File: config.mk
export PLATFORM = sky130hd
export DESIGN_NAME = external_bus_control
export DESIGN_NICKNAME = d
export VERILOG_FILES = /design/src/ext_bus_pkg.sv /design/src/external_bus_control.sv /design/src/wait_state_counter.sv
export SDC_FILE = /design/constraint.sdc
export NUM_CORES = 1
export LEC_CHECK = 0
export BUFFER_PORTS_ARGS = -buffer_cell sky130_fd_sc_hd__buf_4
export CAP_MARGIN = 20
export CORE_MARGIN = 5
export CORE_UTILIZATION = 40
export CTS_BUF_LIST = sky130_fd_sc_hd__clkbuf_2 sky130_fd_sc_hd__clkbuf_4 sky130_fd_sc_hd__clkbuf_8
export DETAILED_ROUTE_END_ITERATION = 10
export PLACE_DENSITY = 0.66
export SYNTH_ARGS = -nofsm -noshare
export SYNTH_HDL_FRONTEND = slang
export SYNTH_SLANG_ARGS = --single-unit
File: constraint.sdc
create_clock -name clock -period 1.8 [get_ports clock]
set_input_delay 0.36 -clock clock [delete_from_list [all_inputs] [get_ports clock]]
set_output_delay 0.36 -clock clock [all_outputs]
set_load 0.1 [all_outputs]
File: src/ext_bus_pkg.sv
package ext_bus_pkg;

    // ==========================================================
    // Widths
    localparam int ADDR_WIDTH = 23;
    localparam int DATA_WIDTH = 16;
    localparam int WS_WIDTH   = 3;

    // ==========================================================
    // Wait-state thresholds
    localparam logic [WS_WIDTH-1:0] WS_NONE        = 3'h0;
    localparam logic [WS_WIDTH-1:0] WS_ONE         = 3'h1;
    localparam logic [WS_WIDTH-1:0] WS_TWO         = 3'h2;
    localparam logic [WS_WIDTH-1:0] READY_MIN_WAIT = 3'h2;

    // ==========================================================
    // Reset values
    localparam logic [ADDR_WIDTH-1:0] ADDR_RESET = 23'h000000;
    localparam logic [DATA_WIDTH-1:0] DATA_RESET = 16'h0000;

    // ==========================================================
    // Access spaces
    typedef enum logic [1:0] {
        SPACE_DATA    = 2'h0,
        SPACE_PROGRAM = 2'h1,
        SPACE_IO      = 2'h2
    } space_t;

    // ==========================================================
    // Bus sequencer states
    typedef enum logic [5:0] {
        S_IDLE  = 6'b000001,
        S_ADDR  = 6'b000010,
        S_WAIT  = 6'b000100,
        S_CHECK = 6'b001000,
        S_END   = 6'b010000,
        S_HOLD  = 6'b100000
    } bus_state_t;

    // ==========================================================
    // Core-side access request
    typedef struct packed {
        space_t                space;
        logic                  write;
        logic                  fetch;
        logic [ADDR_WIDTH-1:0] addr;
        logic [DATA_WIDTH-1:0] wdata;
    } bus_request_t;

    // ==========================================================
    // Control pin group, all inactive high
    typedef struct packed {
        logic data_space_select_n;
        logic program_space_select_n;
        logic io_space_select_n;
        logic memory_strobe_n;
        logic io_strobe_n;
        logic read_write;
    } ctrl_pins_t;

    localparam ctrl_pins_t CTRL_IDLE = 6'h3f;

    // ==========================================================
    // Software wait settings, one per access type
    typedef struct packed {
        logic [WS_WIDTH-1:0] data_waits;
        logic [WS_WIDTH-1:0] program_waits;
        logic [WS_WIDTH-1:0] io_waits;
    } wait_setting_t;

endpackage

File: src/external_bus_control.sv
`timescale 1ns/1ps
// Function
// - Space selects idle high; only the accessed space's select goes low.
// - A select is low exactly while the address is valid on the pins.
// - Memory strobe low only for external data or program memory access.
// - I/O strobe low only for external I/O access.
// - Direction line high for read, low only during a write.
// - Ready low means wait one cycle and sample again until high.
// - Ready is looked at only with two or more software wait states.
// - Ready is not sampled before all software wait states finish.
// - Master requests hold; after acknowledge the bus lines float.
// - Hold acknowledge low only in hold with lines released.
// - In hold, selects, strobes and direction line float.
// - Output-disable low floats all control and status outputs.
// - Wait-complete low at first wait state when there are two or more, high at last one.
// - Wait-complete looped to ready adds no external wait; it is high when ready is sampled.
// - Instruction-acquire low while a fetch address is on the bus.
// - Address lines float in hold and while output-disable is low.
// - Data lines float unless writing, and during reset or hold.
module external_bus_control
    import ext_bus_pkg::*;
#(
    parameter int AW = ext_bus_pkg::ADDR_WIDTH,
    parameter int DW = ext_bus_pkg::DATA_WIDTH
) (
    // Clock and reset
    input  wire logic                       clock,
    input  wire logic                       rst_b,
    // Core request side
    input  wire logic                       req_valid,
    input  wire ext_bus_pkg::bus_request_t  request,
    input  wire ext_bus_pkg::wait_setting_t wait_setting,
    output logic                            bus_busy,
    output logic                            access_done,
    output logic [DW-1:0]                   read_data,
    // Control pins
    output ext_bus_pkg::ctrl_pins_t         ctrl_pins,
    output logic                            ctrl_oe,
    // Address pins
    output logic [AW-1:0]                   addr_out,
    output logic                            addr_oe,
    // Data pins
    input  wire logic [DW-1:0]              data_in,
    output logic [DW-1:0]                   data_out,
    output logic                            data_oe,
    // Handshake and status pins
    input  wire logic                       ready,
    input  wire logic                       hold_request_n,
    input  wire logic                       output_disable_n,
    output logic                            hold_acknowledge_n,
    output logic                            wait_complete_n,
    output logic                            instruction_acquire_n,
    output logic                            status_oe
);
    import ext_bus_pkg::*;

    bus_state_t          state;
    bus_state_t          next_state;
    bus_request_t        active;
    logic [WS_WIDTH-1:0] active_waits;
    logic [WS_WIDTH-1:0] selected_waits;
    logic [WS_WIDTH-1:0] wait_count;
    logic                take;
    logic                in_access;
    logic                strobing;
    logic                ready_used;
    logic                next_wait_complete_n;
    bus_request_t        pin_source;

    // ==========================================================
    // Wait-state selection
    always_comb begin
        case (request.space)
            SPACE_DATA:    selected_waits = wait_setting.data_waits;
            SPACE_PROGRAM: selected_waits = wait_setting.program_waits;
            SPACE_IO:      selected_waits = wait_setting.io_waits;
            default:       selected_waits = WS_NONE;
        endcase
    end

    assign take       = (state == S_IDLE) && hold_request_n && req_valid;
    // Pins are loaded straight from request on the take edge itself, the same edge that latches it into active.
    assign pin_source = take ? request : active;
    assign ready_used = active_waits >= READY_MIN_WAIT;

    // ==========================================================
    // Sequencer
    always_comb begin
        next_state = state;
        case (state)
            S_IDLE: begin
                if (!hold_request_n) begin
                    next_state = S_HOLD;
                end else if (req_valid) begin
                    next_state = S_ADDR;
                end
            end
            S_ADDR: begin
                if (active_waits == WS_NONE) begin
                    next_state = S_END;
                end else begin
                    next_state = S_WAIT;
                end
            end
            S_WAIT: begin
                if (wait_count == WS_ONE) begin
                    // Ready sampling starts only after the last wait.
                    next_state = ready_used ? S_CHECK : S_END;
                end
            end
            S_CHECK: begin
                if (ready) begin
                    next_state = S_END;
                end
            end
            S_END: begin
                next_state = S_IDLE;
            end
            S_HOLD: begin
                if (hold_request_n) begin
                    next_state = S_IDLE;
                end
            end
            default: begin
                next_state = S_IDLE;
            end
        endcase
    end

    always_ff @(posedge clock) begin
        if (!rst_b) begin
            state <= S_IDLE;
        end else begin
            state <= next_state;
        end
    end

    // ==========================================================
    // Latched access
    always_ff @(posedge clock) begin
        if (!rst_b) begin
            active       <= '0;
            active_waits <= WS_NONE;
        end else if (take) begin
            active       <= request;
            active_waits <= selected_waits;
        end
    end

    wait_state_counter #(
        .WIDTH (WS_WIDTH)
    ) u_wait_state_counter (
        .clock      (clock),
        .rst_b      (rst_b),
        .load       (state == S_ADDR),
        .load_value (active_waits),
        .step       (state == S_WAIT),
        .count      (wait_count)
    );

    // ==========================================================
    // Control and address pins
    // Pin registers are loaded from the next state so they change on
    // the same edge as the sequencer.
    assign in_access = (next_state == S_ADDR) || (next_state == S_WAIT)
                    || (next_state == S_CHECK) || (next_state == S_END);
    assign strobing  = (next_state == S_WAIT) || (next_state == S_CHECK)
                    || (next_state == S_END);

    always_ff @(posedge clock) begin
        if (!rst_b) begin
            ctrl_pins             <= CTRL_IDLE;
            addr_out              <= ADDR_RESET;
            instruction_acquire_n <= 1'b1;
        end else begin
            ctrl_pins <= CTRL_IDLE;
            if (in_access) begin
                ctrl_pins.data_space_select_n    <= pin_source.space != SPACE_DATA;
                ctrl_pins.program_space_select_n <= pin_source.space != SPACE_PROGRAM;
                ctrl_pins.io_space_select_n      <= pin_source.space != SPACE_IO;
                ctrl_pins.read_write             <= !pin_source.write;
                ctrl_pins.memory_strobe_n        <= !(strobing
                                                   && pin_source.space != SPACE_IO);
                ctrl_pins.io_strobe_n            <= !(strobing
                                                   && pin_source.space == SPACE_IO);
                addr_out                         <= pin_source.addr;
            end
            instruction_acquire_n <= !(in_access && pin_source.fetch);
        end
    end

    // ==========================================================
    // Wait-complete output
    always_comb begin
        next_wait_complete_n = 1'b1;
        if (next_state == S_WAIT) begin
            if (state == S_ADDR) begin
                next_wait_complete_n = !(active_waits >= WS_TWO);
            end else begin
                // High again as the last wait state begins.
                next_wait_complete_n = (wait_count == WS_TWO) ? 1'b1
                                                              : wait_complete_n;
            end
        end
    end

    always_ff @(posedge clock) begin
        if (!rst_b) begin
            wait_complete_n <= 1'b1;
        end else begin
            wait_complete_n <= next_wait_complete_n;
        end
    end

    // ==========================================================
    // Hold and output enables
    always_ff @(posedge clock) begin
        if (!rst_b) begin
            hold_acknowledge_n <= 1'b1;
            ctrl_oe            <= 1'b0;
            addr_oe            <= 1'b0;
            status_oe          <= 1'b0;
        end else begin
            hold_acknowledge_n <= next_state != S_HOLD;
            ctrl_oe            <= output_disable_n && next_state != S_HOLD;
            addr_oe            <= output_disable_n && next_state != S_HOLD;
            status_oe          <= output_disable_n;
        end
    end

    // ==========================================================
    // Data pins
    always_ff @(posedge clock) begin
        if (!rst_b) begin
            data_out <= DATA_RESET;
            data_oe  <= 1'b0;
        end else begin
            if (take) begin
                data_out <= request.wdata;
            end
            data_oe <= output_disable_n && hold_request_n
                    && in_access && pin_source.write;
        end
    end

    // ==========================================================
    // Core answer
    always_ff @(posedge clock) begin
        if (!rst_b) begin
            bus_busy    <= 1'b0;
            access_done <= 1'b0;
            read_data   <= DATA_RESET;
        end else begin
            bus_busy    <= next_state != S_IDLE;
            access_done <= state == S_END;
            if (state == S_END && !active.write) begin
                read_data <= data_in;
            end
        end
    end

endmodule

File: src/wait_state_counter.sv
`timescale 1ns/1ps
module wait_state_counter #(
    parameter int WIDTH = ext_bus_pkg::WS_WIDTH
) (
    // Clock and reset
    input  wire logic             clock,
    input  wire logic             rst_b,
    // Control
    input  wire logic             load,
    input  wire logic [WIDTH-1:0] load_value,
    input  wire logic             step,
    // Remaining wait states
    output logic      [WIDTH-1:0] count
);
    import ext_bus_pkg::*;

    localparam logic [WIDTH-1:0] ZERO = '0;
    localparam logic [WIDTH-1:0] ONE  = {{(WIDTH-1){1'b0}}, 1'b1};

    // ==========================================================
    // Down counter
    always_ff @(posedge clock) begin
        if (!rst_b) begin
            count <= ZERO;
        end else if (load) begin
            count <= load_value;
        end else if (step && count != ZERO) begin
            count <= count - ONE;
        end
    end

endmodule
==> impl_metrics.py <==
metrics = {
    "status": {
        "status": "completed",
    },
    "logic_synthesis": {
        "yosys_warnings": 0,
        "syn_area_per_cell_um2": 9.80,
        "ys.flop_type": "dfxtp_1",
        "syn_inst": 454,
        "seq_area_frac_synth": 0.486,
        "syn_nets": 532,
        "synthTopCellsByArea": "dfxtp_1 49%, mux2i_1 11%, nor2_1 4.9%",
        "synth_edf_count": 0,
        "syn_area_um2": 4450,
        "async_reset_ff_frac": 0,
        "synth_largest_area_cell": "dfxtp_1",
        "ys_types": 49,
        "yosysTopAreaCellShare": 0.486,
        "synth.most_common_cell": "dfxtp_1",
        "synth_top_cells_by_count": "108 x dfxtp_1, 58 x nor2_1, 47 x mux2i_1",
        "synth_seq_cells": 108,
    },
    "sta": {
        "fmax_ghz": 0.573,
        "finalHoldViolations": 0,
        "rsz0062_at_grt": "no",
        "tns_ns": 0,
        "fin_crit_ns": 1.75,
        "finalCritPeriodShare": 0.970,
        "max_slew.worst_pin.slew_ns": 0.525,
        "maxSlewHeadroom": 0.650,
        "finalSetupViolations": 0,
        "drv_slew": 0,
        "finClkSkew_ns": 0.0125,
    },
    "critical_path": {
        "end_kind": "register",
        "startpoint_type": "register",
        "arrival_ns": 2.01,
        "crit_slowest_cell": "mux2_4",
        "r2r_cells": 5,
        "crit_fanout": 3,
        "path_cells": "nor4_4 > buf_4 > nand4_1 > mux2_4 > or2_2",
        "crit_type": "register to register",
        "critPathRequiredTime_ns": 2.06,
        "max_stage_delay_ns": 0.36,
    },
    "clocking": {
        "clk_latency_ns": 0.37,
        "cts_tree": "yes",
        "ctsRootBufferMaster": "clkbuf_8",
        "cts-hold-fix-buffers": 0,
        "cts_buffers": 9,
        "cts_max_path_buffers": 2,
        "clock_sinks": 108,
        "ctsHtreeMaxLevel": 3,
        "cts.clk_slew.worst_paths_ns": 0.10,
    },
    "finish": {
        "multiInputGateArea_um2": 1940,
        "finish.instance_area_um2": 5850,
        "regArea_um2": 2160,
        "final_nets": 659,
        "area_growth_pct": 31.6,
        "drive_gt1_frac": 0.375,
        "fillCellCount": 1008,
        "num_antenna_cells": 0,
    },
    "power_and_ir_drop": {
        "p_leak_nw": 2.45,
        "worst_ir_drop_vdd_uv": 650,
        "power_density_nw_per_um2": 969,
    },
    "grt": {
        "track_usage": 0.172,
        "antenna_found_initial": 0,
        "grt_overflow_total": 0,
        "grt_pass1_wl_um": 18000,
        "grt_max_degree": 33,
        "grt_pass1_vias": 3639,
    },
    "die": {
        "rows": 38,
        "die-area_um2": 13300,
        "fp.dieW_um": 115,
        "core_area_um2": 10900,
        "io_pins": 144,
        "die_h_um": 115,
        "start_util": 0.409,
    },
    "placement": {
        "finalWeightedCongestion": 0.775,
        "dp_hpwl_um": 8330,
        "placed_area_um2": 5610,
        "numPortBuffers": 143,
    },
    "hold_path": {
        "holdPathStages": 3,
        "hold_class": "input pin to register",
    },
    "detailed_routing": {
        "drtIter0Drc": 207,
        "drc": 0,
        "wl_per_cell_um": 15.8,
        "via_per_inst": 5.07,
        "antenna_left": 0,
        "firstDrtPassIters": 4,
        "wirelength_um": 11500,
        "dr_total_vias": 3680,
    },
    "flow_run": {
        "drv_cap": 0,
    },
}
-- flip-flops by register name (all words and copies together) (netlist names), 3 cells and up --
signal and flops:
active 27, addr_out 23, data_out 16, read_data 16, ctrl_pins 6, state 6, active_waits 3, u_wait_state_counter.count 3
-- cells in the final DEF (no fill, tap or decap), types with 3 or more instances in the layout --
| cell | netlist | routed |
|---|---|---|
| o21ai_0 | 4 | 4 |
| o211ai_1 | 3 | 3 |
| nand2b_1 | 3 | 3 |
| clkbuf_8 | 0 | 9 |
| nor2_1 | 58 | 58 |
| nand3_1 | 7 | 7 |
| mux2i_1 | 47 | 46 |
| buf_12 | 0 | 6 |
| inv_1 | 3 | 3 |
| a21oi_1 | 24 | 24 |
| a21oi_2 | 17 | 17 |
| nor3_1 | 8 | 8 |
| inv_6 | 0 | 3 |
| nor2b_1 | 5 | 5 |
| nand2_1 | 42 | 42 |
| ha_1 | 4 | 4 |
| buf_4 | 21 | 165 |
| a211oi_1 | 5 | 5 |
| xor2_1 | 3 | 3 |
| o41ai_1 | 23 | 23 |
| dfxtp_1 | 108 | 107 |
-- repair_timing --
action,in CTS,in global routing
setup endpoints to repair,0,55
resized for setup,0,7
hold endpoints to repair,0,0
buffers inserted,0,1
-- where the power goes --
part / switching, mW / internal (mW)
registers: 0.0796 / 2.53
clock network: 0.847 / 0.694
logic: 1.05 / 0.468
total: 1.98 / 3.69
-- kinds of logic (layout without fill, tap and decap cells) --
| group | Yosys count | after routing | share of synthesized area |
|---|---|---|---|
| simple gates | 146 | 146 | 0.158 |
| mux | 50 | 50 | 0.113 |
| xor+xnor | 4 | 4 | 0.00788 |
| buf+inv | 59 | 191 | 0.0863 |
| compound gates | 83 | 83 | 0.138 |
| flops | 108 | 108 | 0.486 |
| fa+ha+maj | 4 | 4 | 0.0112 |
-- critical path: cells and delay by family (launching register included) --
family,cells,cell delay [ns]
buf+inv,1,0.16
flops,1,0.35
mux,1,0.36
simple gates,3,0.77
-- layer usage --
metal | track usage | routed length [µm] | up-vias
met2 | 0.286 | 5650 | 123
li1 | - | - | 1816
met5 | 0 | 0 | -
met1 | 0.210 | 4730 | 1729
met3 | 0.0642 | 972 | 12
met4 | 0.0485 | 156 | 0
-- worst paths after layout --
| check | start | endpoint | slack, ns |
|---|---|---|---|
| setup / recovery | state[1] | ctrl_pins[2] | 0.05 |
| setup reg to reg | state[1] | ctrl_pins[2] | 0.05 |
| hold / removal | data_in[8] | read_data[8] | 0.22 |
| hold reg to reg | data_out[11] | data_out[11] | 0.46 |
-- layout make-up --
class                           count  share of cell area
Sequential cell                   108               0.370
Multi-Input combinational cell    287               0.331
Timing Repair Buffer              171               0.232
Tap cell                          140              0.0299
Clock buffer                       11              0.0237
Clock inverter                      5              0.0111
Inverter                            4             0.00257
-- per-stage QoR --
step	std cells	total power [mW]	worst slack, ns	utilization	hold WS, ns
after floorplan	454	3.78	0.0838	-	0.437
after global placement	709	4.15	0.0394	0.515	0.443
after detailed placement	709	4.17	0.0137	0.515	0.448
after CTS	725	5.70	0.0180	0.534	0.199
after global routing	726	5.92	0.0102	0.538	0.198
final	726	5.67	0.0539	0.538	0.217
(Power assumes the default switching activity.)
